$ cat src/hdl/sfl_pkg.sv
// Constants and types shared by the serial firmware upload loader
package sfl_pkg;
  localparam int CLK_HZ_DEF = 200000000;
  localparam int FIRST_MS = 350;
  localparam int GAP_MS = 20;
  localparam int SILENCE_MS = 100;
  localparam int BAUD_00 = 115200;
  localparam int BAUD_01 = 9600;
  localparam int BAUD_10 = 19200;
  localparam int BAUD_11 = 38400;
  localparam int TMR_W = 27;
  localparam int DIV_W = 16;
  localparam int AW = 15;
  localparam logic [7:0] STX_BYTE = 8'h02;
  localparam logic [7:0] NAK_BYTE = 8'h15;
  localparam logic [7:0] MAGIC_BYTE = 8'hAA;
  localparam logic [7:0] CLEAR_ERR_BYTE = 8'hCE;
  localparam logic [15:0] MAX_SIZE = 16'h7F00;
  localparam logic [15:0] TRAILER_BYTES = 16'h0004;
  localparam logic [15:0] CRC_POLY_DEF = 16'h1021;
  localparam logic [15:0] CRC_INIT_DEF = 16'hFFFF;
  localparam logic [3:0] UART_LAST_BIT = 4'h9;
  localparam logic [1:0] BUF_DEPTH = 2'h2;

  typedef enum logic [3:0] {
    ST_CAPTURE, ST_OFF, ST_SEND_STX, ST_WAIT_FIRST, ST_SIZE_LO,
    ST_SIZE_HI, ST_BIN, ST_CRC_LO, ST_CRC_HI, ST_DRAIN, ST_SEND_NAK,
    ST_WAIT_CE, ST_SILENCE, ST_DONE, ST_HALT
  } sfl_state_t;
endpackage

$ cat src/hdl/sfl_loader.sv
// Serial firmware upload boot loader, UART, CRC and write buffer
// How it works
// - Serial boot only if both pins low
// - Hold pin high ends boot at once
// - After hold abort wait for reset
// - Send STX once ready for firmware
// - Parse magic, size, binary, CRC in order
// - Size includes trailer; binary is size minus four
// - CRC runs over binary bytes only
// - CRC mismatch answers NAK
// - No first byte in 350 ms gives NAK
// - After that NAK, 100 ms silence, STX
// - Gap over 20 ms gives NAK
// - Size above 32512 gives NAK
// - Clear-error byte acknowledges NAK, then restart
// - Good CRC releases the processor
// - UART 8N1, full duplex
// - Baud pins latched at reset pick rate
`timescale 1ns/100ps
`default_nettype none
module sfl_loader
  import sfl_pkg::*;
#(
  parameter int CLK_HZ = CLK_HZ_DEF,
  parameter logic [15:0] CRC_POLY = CRC_POLY_DEF,
  parameter logic [15:0] CRC_INIT = CRC_INIT_DEF,
  parameter int FIRST_CYC = CLK_HZ / 1000 * FIRST_MS,
  parameter int GAP_CYC = CLK_HZ / 1000 * GAP_MS,
  parameter int SILENCE_CYC = CLK_HZ / 1000 * SILENCE_MS
) (
  input wire logic sys_clk,
  input wire logic rst_b,
  input wire logic boot_source_select,
  input wire logic upload_hold_pin,
  input wire logic baud_select_low,
  input wire logic baud_select_high,
  input wire logic rx_line,
  output logic tx_line,
  output logic fw_wr_valid,
  input wire logic fw_wr_ready,
  output logic [AW-1:0] fw_wr_addr,
  output logic [7:0] fw_wr_data,
  output logic cpu_release,
  output logic boot_active,
  output logic boot_halted
);
  localparam logic [TMR_W-1:0] FIRST_LIM = TMR_W'(FIRST_CYC);
  localparam logic [TMR_W-1:0] GAP_LIM = TMR_W'(GAP_CYC);
  localparam logic [TMR_W-1:0] SIL_LIM = TMR_W'(SILENCE_CYC);

  typedef struct packed {
    sfl_state_t st;
    logic nak_sil;
    logic [DIV_W-1:0] div;
    logic [TMR_W-1:0] tmr;
    logic [7:0] size_lo;
    logic [15:0] cnt;
    logic [15:0] crc;
    logic [7:0] crc_lo;
    logic [AW-1:0] addr;
    logic rx_busy;
    logic [DIV_W-1:0] rx_cnt;
    logic [3:0] rx_bit;
    logic [7:0] rx_sh;
    logic rx_vld;
    logic [7:0] rx_byte;
    logic tx_busy;
    logic [DIV_W-1:0] tx_cnt;
    logic [3:0] tx_bit;
    logic [8:0] tx_sh;
    logic tx_out;
    logic [1:0][7:0] f_data;
    logic [1:0][AW-1:0] f_addr;
    logic f_wp;
    logic f_rp;
    logic [1:0] f_n;
    logic rel;
  } sfl_state_reg_t;

  sfl_state_reg_t s_q;
  sfl_state_reg_t s_d;
  logic take;
  logic push;
  logic pop;
  logic tx_load;
  logic [7:0] tx_byte;
  logic active;

  function automatic logic [DIV_W-1:0] baud_div(input logic [1:0] code);
    int b;
    case (code)
      2'b00: b = BAUD_00;
      2'b01: b = BAUD_01;
      2'b10: b = BAUD_10;
      default: b = BAUD_11;
    endcase
    return DIV_W'(CLK_HZ / b);
  endfunction

  function automatic logic [15:0] crc_step(input logic [15:0] c,
                                           input logic [7:0] d);
    logic [15:0] r;
    r = c ^ {d, 8'h00};
    for (int i = 0; i < 8; i++) begin
      r = r[15] ? ((r << 1) ^ CRC_POLY) : (r << 1);
    end
    return r;
  endfunction

  always_comb begin
    s_d = s_q;
    push = 1'b0;
    tx_load = 1'b0;
    tx_byte = STX_BYTE;
    active = (s_q.st != ST_CAPTURE) && (s_q.st != ST_OFF) &&
             (s_q.st != ST_DONE) && (s_q.st != ST_HALT);
    // A full buffer holds the byte in the receiver instead of dropping it
    take = s_q.rx_vld && !((s_q.st == ST_BIN) && (s_q.f_n == BUF_DEPTH));
    pop = fw_wr_valid && fw_wr_ready;
    if (s_q.tmr != {TMR_W{1'b1}}) begin
      s_d.tmr = s_q.tmr + TMR_W'(1);
    end
    if (take) begin
      s_d.rx_vld = 1'b0;
      s_d.tmr = '0;
    end
    case (s_q.st)
      ST_CAPTURE: begin
        s_d.div = baud_div({baud_select_high, baud_select_low});
        if (!boot_source_select && !upload_hold_pin) begin
          s_d.st = ST_SEND_STX;
        end else begin
          s_d.st = ST_OFF;
        end
      end
      ST_SEND_STX: begin
        if (!s_q.tx_busy) begin
          tx_load = 1'b1;
          s_d.st = ST_WAIT_FIRST;
          s_d.tmr = '0;
        end
      end
      ST_WAIT_FIRST: begin
        if (take) begin
          s_d.st = (s_q.rx_byte == MAGIC_BYTE) ? ST_SIZE_LO : ST_SEND_NAK;
          s_d.nak_sil = 1'b0;
        end else if (s_q.tmr >= FIRST_LIM) begin
          s_d.st = ST_SEND_NAK;
          s_d.nak_sil = 1'b1;
        end
      end
      ST_SIZE_LO, ST_SIZE_HI, ST_BIN, ST_CRC_LO, ST_CRC_HI: begin
        if (take) begin
          case (s_q.st)
            ST_SIZE_LO: begin
              s_d.size_lo = s_q.rx_byte;
              s_d.st = ST_SIZE_HI;
            end
            ST_SIZE_HI: begin
              s_d.cnt = {s_q.rx_byte, s_q.size_lo} - TRAILER_BYTES;
              s_d.crc = CRC_INIT;
              s_d.addr = '0;
              if ({s_q.rx_byte, s_q.size_lo} > MAX_SIZE ||
                  {s_q.rx_byte, s_q.size_lo} < TRAILER_BYTES) begin
                s_d.st = ST_SEND_NAK;
              end else if ({s_q.rx_byte, s_q.size_lo} == TRAILER_BYTES) begin
                s_d.st = ST_CRC_LO;
              end else begin
                s_d.st = ST_BIN;
              end
            end
            ST_BIN: begin
              push = 1'b1;
              s_d.crc = crc_step(s_q.crc, s_q.rx_byte);
              s_d.cnt = s_q.cnt - 16'h0001;
              s_d.addr = s_q.addr + AW'(1);
              if (s_q.cnt == 16'h0001) begin
                s_d.st = ST_CRC_LO;
              end
            end
            ST_CRC_LO: begin
              s_d.crc_lo = s_q.rx_byte;
              s_d.st = ST_CRC_HI;
            end
            default: begin
              if ({s_q.rx_byte, s_q.crc_lo} == s_q.crc) begin
                s_d.st = ST_DRAIN;
              end else begin
                s_d.st = ST_SEND_NAK;
              end
            end
          endcase
        end else if (s_q.tmr >= GAP_LIM) begin
          s_d.st = ST_SEND_NAK;
        end
      end
      ST_DRAIN: begin
        // Release only once every byte has reached memory
        if (s_q.f_n == 2'h0) begin
          s_d.rel = 1'b1;
          s_d.st = ST_DONE;
        end
      end
      ST_SEND_NAK: begin
        if (!s_q.tx_busy) begin
          tx_load = 1'b1;
          tx_byte = NAK_BYTE;
          s_d.st = s_q.nak_sil ? ST_SILENCE : ST_WAIT_CE;
          s_d.tmr = '0;
        end
      end
      ST_SILENCE: begin
        if (!take && s_q.tmr >= SIL_LIM) begin
          s_d.st = ST_SEND_STX;
          s_d.nak_sil = 1'b0;
        end
      end
      ST_WAIT_CE: begin
        if (take && s_q.rx_byte == CLEAR_ERR_BYTE) begin
          s_d.st = ST_SEND_STX;
        end
      end
      default: begin
      end
    endcase
    if (active && upload_hold_pin) begin
      s_d.st = ST_HALT;
      push = 1'b0;
    end

    // Write buffer
    if (push) begin
      s_d.f_data[s_q.f_wp] = s_q.rx_byte;
      s_d.f_addr[s_q.f_wp] = s_q.addr;
      s_d.f_wp = ~s_q.f_wp;
    end
    if (pop) begin
      s_d.f_rp = ~s_q.f_rp;
    end
    s_d.f_n = s_q.f_n + {1'b0, push} - {1'b0, pop};

    // Receiver, 8N1, sampled mid-bit
    if (!s_q.rx_busy) begin
      if (!rx_line && s_q.st != ST_CAPTURE) begin
        s_d.rx_busy = 1'b1;
        s_d.rx_cnt = s_q.div >> 1;
        s_d.rx_bit = 4'h0;
      end
    end else if (s_q.rx_cnt != '0) begin
      s_d.rx_cnt = s_q.rx_cnt - DIV_W'(1);
    end else begin
      s_d.rx_cnt = s_q.div - DIV_W'(1);
      if (s_q.rx_bit == 4'h0) begin
        s_d.rx_busy = !rx_line;
        s_d.rx_bit = 4'h1;
      end else if (s_q.rx_bit != UART_LAST_BIT) begin
        s_d.rx_sh = {rx_line, s_q.rx_sh[7:1]};
        s_d.rx_bit = s_q.rx_bit + 4'h1;
      end else begin
        // Stop bit level is not checked; a late reader sees overrun
        s_d.rx_busy = 1'b0;
        s_d.rx_vld = 1'b1;
        s_d.rx_byte = s_q.rx_sh;
      end
    end

    // Transmitter
    if (tx_load) begin
      s_d.tx_busy = 1'b1;
      s_d.tx_out = 1'b0;
      s_d.tx_sh = {1'b1, tx_byte};
      s_d.tx_bit = 4'h0;
      s_d.tx_cnt = s_q.div - DIV_W'(1);
    end else if (s_q.tx_busy) begin
      if (s_q.tx_cnt != '0) begin
        s_d.tx_cnt = s_q.tx_cnt - DIV_W'(1);
      end else if (s_q.tx_bit == UART_LAST_BIT) begin
        s_d.tx_busy = 1'b0;
      end else begin
        s_d.tx_out = s_q.tx_sh[0];
        s_d.tx_sh = {1'b1, s_q.tx_sh[8:1]};
        s_d.tx_bit = s_q.tx_bit + 4'h1;
        s_d.tx_cnt = s_q.div - DIV_W'(1);
      end
    end
  end

  always_ff @(posedge sys_clk or negedge rst_b) begin
    if (!rst_b) begin
      s_q <= '0;
      s_q.st <= ST_CAPTURE;
      s_q.tx_out <= 1'b1;
    end else begin
      s_q <= s_d;
    end
  end

  assign tx_line = s_q.tx_out;
  assign fw_wr_valid = (s_q.f_n != 2'h0);
  assign fw_wr_addr = s_q.f_addr[s_q.f_rp];
  assign fw_wr_data = s_q.f_data[s_q.f_rp];
  assign cpu_release = s_q.rel;
  assign boot_active = active;
  assign boot_halted = (s_q.st == ST_HALT);
endmodule
`default_nettype wire

$ cat config.mk
export PLATFORM = sky130hd
export DESIGN_NAME = sfl_loader
export DESIGN_NICKNAME = d
export VERILOG_FILES = /design/src/hdl/sfl_pkg.sv /design/src/hdl/sfl_loader.sv
export SDC_FILE = /design/constraint.sdc
export NUM_CORES = 1
export LEC_CHECK = 0
export BUFFER_PORTS_ARGS = -buffer_cell sky130_fd_sc_hd__clkbuf_2
export CAP_MARGIN = 10
export CORE_UTILIZATION = 40
export DETAILED_ROUTE_END_ITERATION = 6
export SLEW_MARGIN = 25
export SYNTH_ARGS = -nofsm -noshare
export SYNTH_HDL_FRONTEND = slang
export SYNTH_SLANG_ARGS = --single-unit
$ cat constraint.sdc
create_clock -name sys_clk -period 3.86 [get_ports sys_clk]
set_input_delay 0.579 -clock sys_clk [delete_from_list [all_inputs] [get_ports sys_clk]]
set_output_delay 0.579 -clock sys_clk [all_outputs]
set_load 0.05 [all_outputs]
==> impl_summary.md, run 1 <==
Finish
The fraction of final layout cells sized beyond drive strength 1 is 20.9%. Relative to the synthesized area, the layout overhead comes to 17.5%. The net total in the final layout is 1,658. The antenna diode count is 0. After routing the design area is 16,100 sq um. The number of non-filler instances in the completed layout is 2,077. The number of filler cells placed in the layout is 3,238.

Job
The total of max-cap violations is 0.

Worst setup path
The nature of the critical path endpoint is a flip-flop. The signal arrival time at the worst endpoint is 5.77 ns. The count of cells along the worst register-to-register path is 9. The kind of start point of the critical path is an input port. The largest single stage delay on the critical path is 0.49 ns. At the worst endpoint, the required time is 4.26 ns.

The largest fanout of any net on the critical path is 5. The critical path in this run is classified as input port to flip-flop. The cell at the slowest stage of the critical path is sky130_fd_sc_hd__or4_4. The dominant cell type by count on the critical path is sky130_fd_sc_hd__buf_4.

Placement
At the placement stage, the worst setup path has a slack of -2.15 ns. The placement-stage cell area is 15,000 sq um. The number of placed instances, taps included, is 2,012.

Summed over all nets, the half-perimeter wirelength after detailed placement is 23,800 um. The count of buffers added on input and output ports is 35. At the end of routability-driven placement, the weighted congestion stood at 0.842.

STA
The shortest clock period the worst path allows after layout is 5.37 ns. After layout, the worst path uses 139% of the clock period. The number of hold-slack violations in the final timing report is 0. Setup violations remaining at the end of the flow were counted as 2.

The setup slack of the critical path after layout is -1.51 ns. The relative slew slack is 38.4%. Setup repair after global routing could not meet its margin everywhere.

Clock skew on the completed layout was measured at 0.0136 ns. The timing-limited maximum frequency is 186 MHz. The transition time at the pin with the least slew margin is 0.921 ns. The count of final max-slew check failures came to 0.

Power and ir drop
The switching share of power is 34.0%. The analysis attributes to net switching a power of 2570 uW. Per report_power, the combinational group accounts for 25.5% of the total. The relative contribution of sequential cells to total power is 42.4%. The peak supply drop is 0.353 mV. Dividing total power by cell area gives a power density of 470 nW/um^2. The internal cell power is 5000 uW. In this run the static leakage power is 0.00731 uW.

The share of total power dissipated in the clock network is 32.2%.

Synthesis
The Yosys step of the flow raised 0 warnings. Of all cell types, the one taking the most synthesized area is sky130_fd_sc_hd__dfrtp_1. The number of instances in the synthesized netlist is 1,510. A synthesized cell averages 9.07 sq um. The number of distinct library cell variants in the gate-level netlist after synthesis is 82. After synthesis the cells add up to 13,700 sq um. The synthesized design contains 228 register bits.

Sequential elements use 41.6% of the synthesized area. Counting flops with a built-in enable in the synthesized netlist gives 0. Among all flip-flop cells after synthesis, the most frequent one is sky130_fd_sc_hd__dfrtp_1. The area share of the largest cell type after synthesis is 41.5%. After synthesis, the cell types taking the most area are sky130_fd_sc_hd__dfrtp_1, sky130_fd_sc_hd__mux2_2, sky130_fd_sc_hd__nand2_1. The synthesized netlist net count is 1,559. sky130_fd_sc_hd__dfrtp_1 is the most common cell in the netlist.

After synthesis, the share of flip-flops with an asynchronous set or reset is 100%. Ranked by instance count, the synthesized netlist is headed by sky130_fd_sc_hd__dfrtp_1, sky130_fd_sc_hd__nand2_1, sky130_fd_sc_hd__nor2_1.

Drt
The number of routed nets with antenna violations is 0. In the routed design, unresolved DRC markers number 0. The average vias per placed instance is 5.55. The detailed-route wire length is 34,500 um.

The via count is 11,526. The per-cell routed wire length is 16.6 um. The number of DRC markers in iteration 0 is 734. The detailed-routing iteration count for the pre-antenna-repair pass is 5.

Status
The final reports fail on negative setup slack. The run finished, with violations left.

Global routing
Global routing used 19.7% of the available tracks across all layers. The maximum number of pins on one net before global-route repair is 94. The sum of overflow across all layers after global routing is 0. The first global-routing pass estimated 57,600 um of wire. The number of antenna violations at the first check in global routing came to 0.

The number of global-route vias before repair came to 11,290.

Clock network
The clock-pin slew of the registers on the worst-case setup and hold paths is 0.06 ns. The buffer levels on the longest clock path is 3. TritonCTS built the clock tree. CTS built an H-tree with a depth of 1. The clock latency at the later pin of the worst-skew pair is 0.54 ns.

The clock tree root buffer cell is sky130_fd_sc_hd__clkbuf_16. The number of clock sinks seen by CTS is 228. TritonCTS created 26 clock buffers. In this run, post-CTS hold repair placed 0 buffers.

Die
From left edge to right edge, the die measures 187 um. After floorplanning, the core was divided into 67 placement rows. The die area is 35,000 sq um. The die height is 187 um.

The starting density of the core is 40.8%. The I/O pin total is 36. The total area inside the core boundary comes to 33,600 sq um.

Worst hold path
The path category of the worst min-delay check is input port to asynchronous set/reset pin.
[path summary, 6_finish.rpt]
| kind | start | to | slack, ns |
|---|---|---|---|
| setup / recovery | baud_select_high | s_q[222] | -1.51 |
| hold / removal | rst_b | s_q[193] | 0.08 |
| setup reg to reg | s_q[68] | s_q[52] | 0.40 |
| hold reg to reg | s_q[60] | s_q[60] | 0.47 |
| max in group asynchronous | rst_b | s_q[3] | 2.75 |
| min in group sys_clk | rx_line | s_q[98] | 0.35 |
[power groups by stage]
stage | combinational [uW] | sequential [uW] | clock, uW
2_1_floorplan | 1490 | 3050 | 0
3_3_place_gp | 1880 | 3230 | 0
3_5_place_dp | 1910 | 3240 | 0
4_1_cts | 1930 | 3200 | 2510
5_1_grt | 2170 | 3270 | 2610
6_report | 1930 | 3210 | 2440
[placed cells by master (no fill, tap or decap), types with 12 or more instances in the layout]
cell type / Yosys / final
sky130_fd_sc_hd__a21oi_1: 115 / 111
sky130_fd_sc_hd__a31oi_1: 12 / 12
sky130_fd_sc_hd__and3_1: 15 / 14
sky130_fd_sc_hd__buf_4: 3 / 111
sky130_fd_sc_hd__clkbuf_1: 62 / 12
sky130_fd_sc_hd__clkbuf_16: 0 / 28
sky130_fd_sc_hd__clkbuf_2: 0 / 32
sky130_fd_sc_hd__dfrtp_1: 227 / 226
sky130_fd_sc_hd__ha_1: 41 / 33
sky130_fd_sc_hd__inv_1: 45 / 41
sky130_fd_sc_hd__mux2_2: 94 / 94
sky130_fd_sc_hd__mux2i_1: 13 / 12
sky130_fd_sc_hd__nand2_1: 161 / 159
sky130_fd_sc_hd__nand2b_1: 16 / 15
sky130_fd_sc_hd__nand3_1: 33 / 33
sky130_fd_sc_hd__nand4_1: 18 / 18
sky130_fd_sc_hd__nor2_1: 158 / 152
sky130_fd_sc_hd__nor2b_1: 14 / 14
sky130_fd_sc_hd__nor3_1: 49 / 48
sky130_fd_sc_hd__nor4_1: 21 / 21
sky130_fd_sc_hd__o21ai_0: 90 / 88
sky130_fd_sc_hd__or3_1: 21 / 21
sky130_fd_sc_hd__xnor2_1: 48 / 48
sky130_fd_sc_hd__xor2_1: 52 / 52
[sequential cells by signal (all words and copies together) (netlist names)]
register,count
cpu_release,1
s_q,226
tx_line,1
[repair_timing]
item / CTS / global route
endpoints found under the hold margin: 0 / 0
gates resized for setup: 16 / 12
buffers inserted: 14 / 3
gates cloned: 0 / 0
endpoints found under the setup margin: 2 / 3
pin swaps: 16 / 20
[routing by layer]
metal / up-vias / global-route usage, % / routed length [um]
met3: 48 / 2.16 / 1250
met4: 0 / 4.89 / 659
met1: 5650 / 27.4 / 16200
li1: 5604 / - / -
met5: - / 0 / 0
met2: 224 / 32.5 / 16400
[cell type report]
type	count	area (sq um)	area share, %
clock buffer	44	790	4.90
clock inverter	4	47.5	0.295
inverter	46	189	1.17
multi-input combinational	1158	7710	47.9
sequential	228	5710	35.4
tap	448	561	3.48
timing repair buffer	149	1100	6.82
[critical path: cells and delay by family]
family | cells | cell delay [ns]
buf+inv | 10 | 1.07
compound gates | 9 | 1.43
fa+ha+maj | 4 | 0.84
simple gates | 9 | 1.84
[logic make-up after synthesis]
family	count (synthesis)	synth area share, %
muxes	107	8.68
DFF	228	41.6
buffers and inverters	124	3.61
xor gates and xnor gates	100	6.39
and+or+nand+nor	562	19.9
AOI/OAI and AO/OA	348	16.1
adders and majority gates	41	3.74
[metrics by stage]
step | total power [uW] | utilization (%) | TNS [ns] | hold WS (ns)
after CTS | 7640 | 47.7 | -2.31 | 0.0940
final | 7580 | 47.9 | -2.53 | 0.0841
after floorplan | 4540 | - | -3.80 | 0.283
after detailed placement | 5150 | 44.7 | -4.18 | 0.460
after global placement | 5110 | 44.7 | -3.99 | 0.449
after global routing | 8050 | 47.9 | -3.17 | 0.129
(Power assumes the default switching activity.)
==> run 2: changes to the inputs <==
CORE_MARGIN = 1.5   (was default)
CORE_UTILIZATION = 55   (was 40)
PLACE_DENSITY = 0.72   (was default)
==> run 2 against run 1 <==
The flow still finishes with violations (negative setup slack). Largest power group unchanged. Hold slack lost 0.020 ns. Utilization grew 18 points. Cell area shrank 0.75%. Wire length shrank 2.3%. Via count grew 1.4%.
==> impl_summary.md, run 2 (synthesized netlist as in run 1, its figures left out) <==
STA
Timing would allow up to 186 MHz. The relative slew slack is 38.9%. The tightest hold path in the finished design has a slack of 0.0637 ns. After layout, the minimum clock period comes to 5.37 ns. Setup repair after global routing could not meet its margin everywhere. Across all setup checks in the final design, the least slack found is -1.51 ns. The count of final max-slew check failures was 0. The count of endpoints failing setup in the final report is 2. On the final layout, the worst clock skew is 0.0208 ns. The final clock period utilization by the worst path is 139%. At the pin with the least slew margin, the transition time is 0.914 ns.

The number of hold-slack violations in the final timing report was 0.

Finish
The fraction of final layout cells sized beyond drive strength 1 is 20.9%. In the final layout, flip-flops and latches occupy 5710 sq um. In the final design database the tool counted 1,652 nets.

After filler insertion, the fill cell instance count of the layout stands at 1,979. The area of all placed cells without fillers is 16,000 sq um. Compared with the post-synthesis result, the final layout area differs by 16.6%. The most common cell after layout, fill and taps aside is sky130_fd_sc_hd__dfrtp_1.

The number of flip-flops under the largest register name is 226. The register with the most flip-flops in the final layout is s_q. The repair_antennas step left the layout with diodes totalling 0. Summing all multi-input logic gate instances after layout gives 7730 sq um. The library cells used most frequently in the layout, excluding fill and tap cells, are sky130_fd_sc_hd__dfrtp_1, sky130_fd_sc_hd__nand2_1, sky130_fd_sc_hd__nor2_1. Once layout is complete, the utilization of the core stands at 65.5%.

Die
The starting density of the core is 56.2%. The die area is 25,900 sq um. The die height is 161 um.

The horizontal die dimension is 161 um. 36 I/O pins were placed. The core region area is 24,400 sq um. The floorplan has 57 rows.

Drt
The pre-antenna-repair detailed-routing pass consisted of 7 iterations. In this run the remaining antenna-violating nets after routing total 0. The average vias per placed instance is 6.01.

The per-cell routed wire length is 17.3 um. The number of remaining DRC errors is 0. The detailed-route wire length is 33,700 um. The routed layout has 11,692 vias.

The number of DRC markers in iteration 0 is 989.

Power and ir drop
The worst-case IR drop observed on VDD is 0.418 mV. In this run the static leakage power is 0.00733 uW. The power density normalized to cell area is 479 nW/um^2.

Worst setup path
The data required time at the worst endpoint is 4.27 ns. The flop-to-flop setup slack is 0.47 ns. The kind of start point of the critical path is an input port. The largest individual stage delay along the critical path comes from the cell sky130_fd_sc_hd__or4_1. The largest fanout of any net on the critical path is 12. The dominant cell type by count on the critical path is sky130_fd_sc_hd__buf_4. Data arrives at the worst endpoint at 5.78 ns. For this run, the slowest stage of the critical path takes 0.50 ns.

The worst setup path is of the input port to flip-flop kind. The nature of the critical path endpoint is a flip-flop.

Placement
Buffers placed on the I/O ports in this run total 35. After detailed placement, the total cell area comes to 14,900 sq um. Before CTS, the worst setup slack after placement is -2.25 ns. At the end of routability-driven placement, the weighted congestion stood at 0.903. The wire-length estimate of the detail-placed layout is 23,000 um.

Clock network
For the worst-skew pair, the clock arrives at the later sink with an insertion delay of 0.55 ns. The number of clock sinks seen by CTS is 228. The number of buffers inserted for hold repair after clock tree synthesis is 0. In this run the number of H-tree levels came out at 1. In this run the deepest clock path goes through 3 buffers.

The tree is rooted in a sky130_fd_sc_hd__clkbuf_16. Counting the buffers created by CTS gives 25. The clock-pin slew of the registers on the worst-case setup and hold paths is 0.06 ns.

TritonCTS built the clock tree.

Worst hold path
The path category of the worst min-delay check is input port to asynchronous set/reset pin.

Job
The tool flagged a number of max-cap violations equal to 0.

Global routing
The first global-routing pass estimated 56,600 um of wire. The number of antenna violations at the first check in global routing is 0. The maximum number of pins on one net before global-route repair is 100. The number of global-route vias before repair is 11,383. The sum of overflow across all layers after global routing is 0. Global routing used 26.4% of the available tracks.

Status
The run finished, with violations left. The final reports fail on negative setup slack.
run 2: cell count changes in the layout (fill, tap and decap cells not counted), moves of 2 or more:
cell,before,now
sky130_fd_sc_hd__buf_4,111,104
sky130_fd_sc_hd__clkbuf_16,28,26
sky130_fd_sc_hd__clkbuf_1,12,5
sky130_fd_sc_hd__a21oi_2,4,1
sky130_fd_sc_hd__a21oi_1,111,114
sky130_fd_sc_hd__clkinv_2,2,4
sky130_fd_sc_hd__bufinv_16,1,3
run 2: power by group:
part	internal (uW)	switching, uW	total (uW)
logic	813	1100	1910
clock network	1500	1010	2510
registers	2730	507	3240
total	5050	2610	7650
run 2: worst paths after layout:
kind | cells after the start | endpoint | start
setup / recovery | 33 | s_q[222] | baud_select_high
hold / removal | 1 | s_q[167] | rst_b
setup reg to reg | 9 | s_q[52] | s_q[68]
hold reg to reg | 1 | s_q[60] | s_q[60]
max in group asynchronous | 2 | s_q[113] | rst_b
min in group sys_clk | 3 | s_q[98] | rx_line
run 2: final cells by class:
type | count | area share, %
clock buffer | 35 | 4.46
clock inverter | 11 | 0.979
inverter | 46 | 1.18
multi-input combinational | 1158 | 48.4
sequential | 228 | 35.7
tap | 324 | 2.54
timing repair buffer | 144 | 6.74
run 2: critical path, delay by kind of cell:
| kind | cells | cell delay [ns] |
|---|---|---|
| buf+inv | 10 | 1.24 |
| fa+ha+maj | 5 | 0.93 |
| simple gates | 6 | 1.17 |
| compound gates | 11 | 1.58 |
| mux | 1 | 0.27 |
run 2: layer usage:
metal  routed length (um)  GRT usage, %  vias to the layer above
li1                     -             -                     5593
met1                14700          35.0                     5692
met2                16500          46.0                      350
met3                 1710          2.92                       57
met4                  781          6.65                        0
met5                    0             0                        -
run 2: what timing repair did:
action,CTS,global route
setup buffers,9,2
pin swaps,13,11
setup endpoints to repair,2,3
gates resized for setup,16,17
run 2: through the flow:
stage | total power (uW) | setup TNS (ns) | std cells
after floorplan | 4540 | -3.80 | 1510
after CTS | 7650 | -2.37 | 1944
after detailed placement | 5120 | -4.32 | 1889
after global routing | 8080 | -3.12 | 1946
final | 7650 | -2.52 | 1946
after global placement | 5070 | -3.82 | 1889
==> run 3: changes to the inputs <==
RECOVER_POWER = 25   (was default)
==> run 3 against run 2 <==
The flow finishes with violations (max-capacitance violations, max-slew violations, negative setup slack). Hold slack gained 0.26 ns. Sequential share of layout area grew 0.056 points. Die area is the same. Wire length shrank 0.27%. Count of clock-buffer cells in the layout is the same. Combinational power is essentially flat. Global-route usage is the same. Non-clock buffer count is the same. Power shrank 0.12%.
==> impl_summary.md, run 3 (synthesized netlist as in run 1, its figures left out) <==
Placement
The detailed-placement wirelength estimate is 23,000 um. The number of buffers added on ports is 35. The total instance count after detailed placement is 1,889. Routability-driven placement finished with a final weighted congestion of 0.903. The setup slack after placement is -2.25 ns. After detailed placement, the total cell area comes to 14,900 sq um.

Drt
The via count is 11,776. The per-cell routed wire length is 17.3 um. The first routing iteration left 1,007 violations. The detail route stage leaves a number of antenna-violating nets equal to 0. The detailed-route wire length is 33,700 um. The first TritonRoute pass finished after 5 iterations. After detailed routing, the number of remaining DRC violations is 0. Dividing the detail-routed via count by the number of cells gives 6.05.

Worst setup path
The dominant cell type by count on the critical path is sky130_fd_sc_hd__buf_4. The critical path launch point is baud_select_high. Data on the critical path arrives at its endpoint at 5.79 ns. The source of the worst register-to-register timing path is s_q[68].

The cell at the slowest stage of the critical path is sky130_fd_sc_hd__or4_1. The critical path in this run is classified as input port to flip-flop. In this design, the stage delay of the slowest critical-path cell is 0.50 ns. The largest fanout of any net on the critical path is 12. The worst setup path is launched from an input port. For the worst setup path, the data required time is 4.27 ns. STA classifies the critical path endpoint as a flip-flop.

STA
Setup violations remaining at the end of the flow were counted as 2. The number of hold-slack violations in the final timing report came to 0. Final hold analysis gives a worst-case slack of 0.321 ns. The count of final max-slew check failures is 99. The timing-limited maximum frequency is 186 MHz.

After layout, the worst path uses 140% of the clock period. For the pin with the worst max-slew slack, the measured transition is 2.44 ns. Setup slack on the critical path of the routed design comes to -1.52 ns. The clock skew after layout is 0.0203 ns.

The routed design could run at a clock period as short as 5.38 ns. Setup repair after global routing could not meet its margin everywhere. In this run the tightest slew margin relative to its limit is -62.6%.

Clock network
Clock-pin slew was measured on the worst setup and hold paths at 0.06 ns. The maximum level of the CTS H-tree is 1. The clock net in this run drives a total of 228 sinks. The TritonCTS clock tree is done. The clock passes through at most 3 buffers.

The number of buffers inserted for hold repair after clock tree synthesis is 0. Clock tree synthesis inserted a total of 25 buffers. The tree is rooted in a sky130_fd_sc_hd__clkbuf_16. The later pin in the worst-skew pair is clocked with a latency of 0.55 ns.

Finish
The largest register by flop count is s_q. The library cell used most frequently in the layout, excluding fill and tap cells, is sky130_fd_sc_hd__dfrtp_1. The number of flip-flops under the largest register name is 226. The net total in the final layout is 1,652. The combined area of the multi-input logic cells is 7730 sq um. The fraction of final layout cells sized beyond drive strength 1 is 20.9%. The register cell area after layout is 5710 sq um. 0 antenna diodes ended up in the layout. The area growth from synthesis to layout is 16.5%. The area of all placed cells without fillers is 16,000 sq um. Fill cells in the final layout number 1,982.

Leaving out fill and tap cells, the most frequent cells in the layout are sky130_fd_sc_hd__dfrtp_1, sky130_fd_sc_hd__nand2_1, sky130_fd_sc_hd__nor2_1. Leaving out filler cells and counting taps, the final layout contains 1,946.

Power and ir drop
The power density normalized to cell area is 479 nW/um^2. Overall power consumption after layout is estimated at 7650 uW. The analysis attributes to cell leakage a power of 0.00732 uW. The peak supply drop is 0.418 mV.

Die
The die covers 25,900 sq um. The cell row count is 57. For this design the top-level I/O count stands at 36. The horizontal die dimension is 161 um. The region available for standard cell placement spans 24,400 sq um. The starting density of the core is 56.2%.

The die height is 161 um.

Worst hold path
The min-delay analysis places its worst path in the category input port to flip-flop. The hold path startpoint is rx_line.

Global routing
The sum of overflow across all layers after global routing is 0. The number of global-route vias before repair is 11,383. The number of antenna violations at the first check in global routing came to 0. Entering global routing, the biggest net connects 100 pins. Global routing used 26.4% of the available tracks across all layers. The first global-routing pass estimated 56,600 um of wire.

Job
The total of max-cap violations is 1.

Status
The checks that failed: max-capacitance violations, max-slew violations, negative setup slack. The run finished, with violations left.
run 3: changes by cell type in the layout (fill, tap and decap cells not counted):
cell	change
sky130_fd_sc_hd__buf_12	-1
sky130_fd_sc_hd__buf_2	+1
sky130_fd_sc_hd__buf_8	-1
sky130_fd_sc_hd__clkbuf_2	+1
run 3: final timing paths:
kind                                 end  slack, ns  depth (start not counted)
worst max-delay path            s_q[222]      -1.52                         33
worst min-delay path             s_q[98]       0.32                          3
worst max register to register   s_q[52]       0.47                          9
worst min register to register   s_q[60]       0.47                          1
max in group asynchronous       s_q[112]       0.64                          2
min in group asynchronous       s_q[167]       0.77                          1
run 3: where the power goes:
group          switching, uW  internal [uW]  leakage, uW
Sequential               505           2730      0.00303
Clock                   1000           1500     0.000424
Combinational           1100            810      0.00387
run 3: what timing repair did:
action,CTS,global route
endpoints found under the setup margin,2,3
resized for setup,16,17
pin swaps,13,11
setup buffers,9,2
run 3: cell type report:
cell class / count / share of cell area [%]
clock buffers: 35 / 4.47
clock inverters: 11 / 0.980
inverters: 46 / 1.18
multi-input cells: 1158 / 48.5
flip-flops and latches: 228 / 35.8
well taps: 324 / 2.54
repair buffers: 144 / 6.59
run 3: layer usage:
metal	vias up	wire length, um	track usage (%)	share of wire (%)
met4	0	803	6.65	2.4
met3	54	1590	2.92	4.7
met5	-	0	0	0
met2	348	16500	46.0	49
met1	5777	14700	35.0	44
li1	5597	-	-	-
run 3: worst max-delay path, delay by kind of cell:
family	cells	cell delay (ns)
buf+inv	10	1.24
compound gates	11	1.60
mux	1	0.27
simple gates	6	1.17
fa+ha+maj	5	0.93
run 3: metrics by stage:
stage / TNS, ns / util (%)
finish: -2.54 / 65.4
global route: -6.25 / 65.4
CTS: -2.37 / 65.2
detailed placement: -4.32 / 61.0
global placement: -3.82 / 61.0
floorplan: -3.80 / -
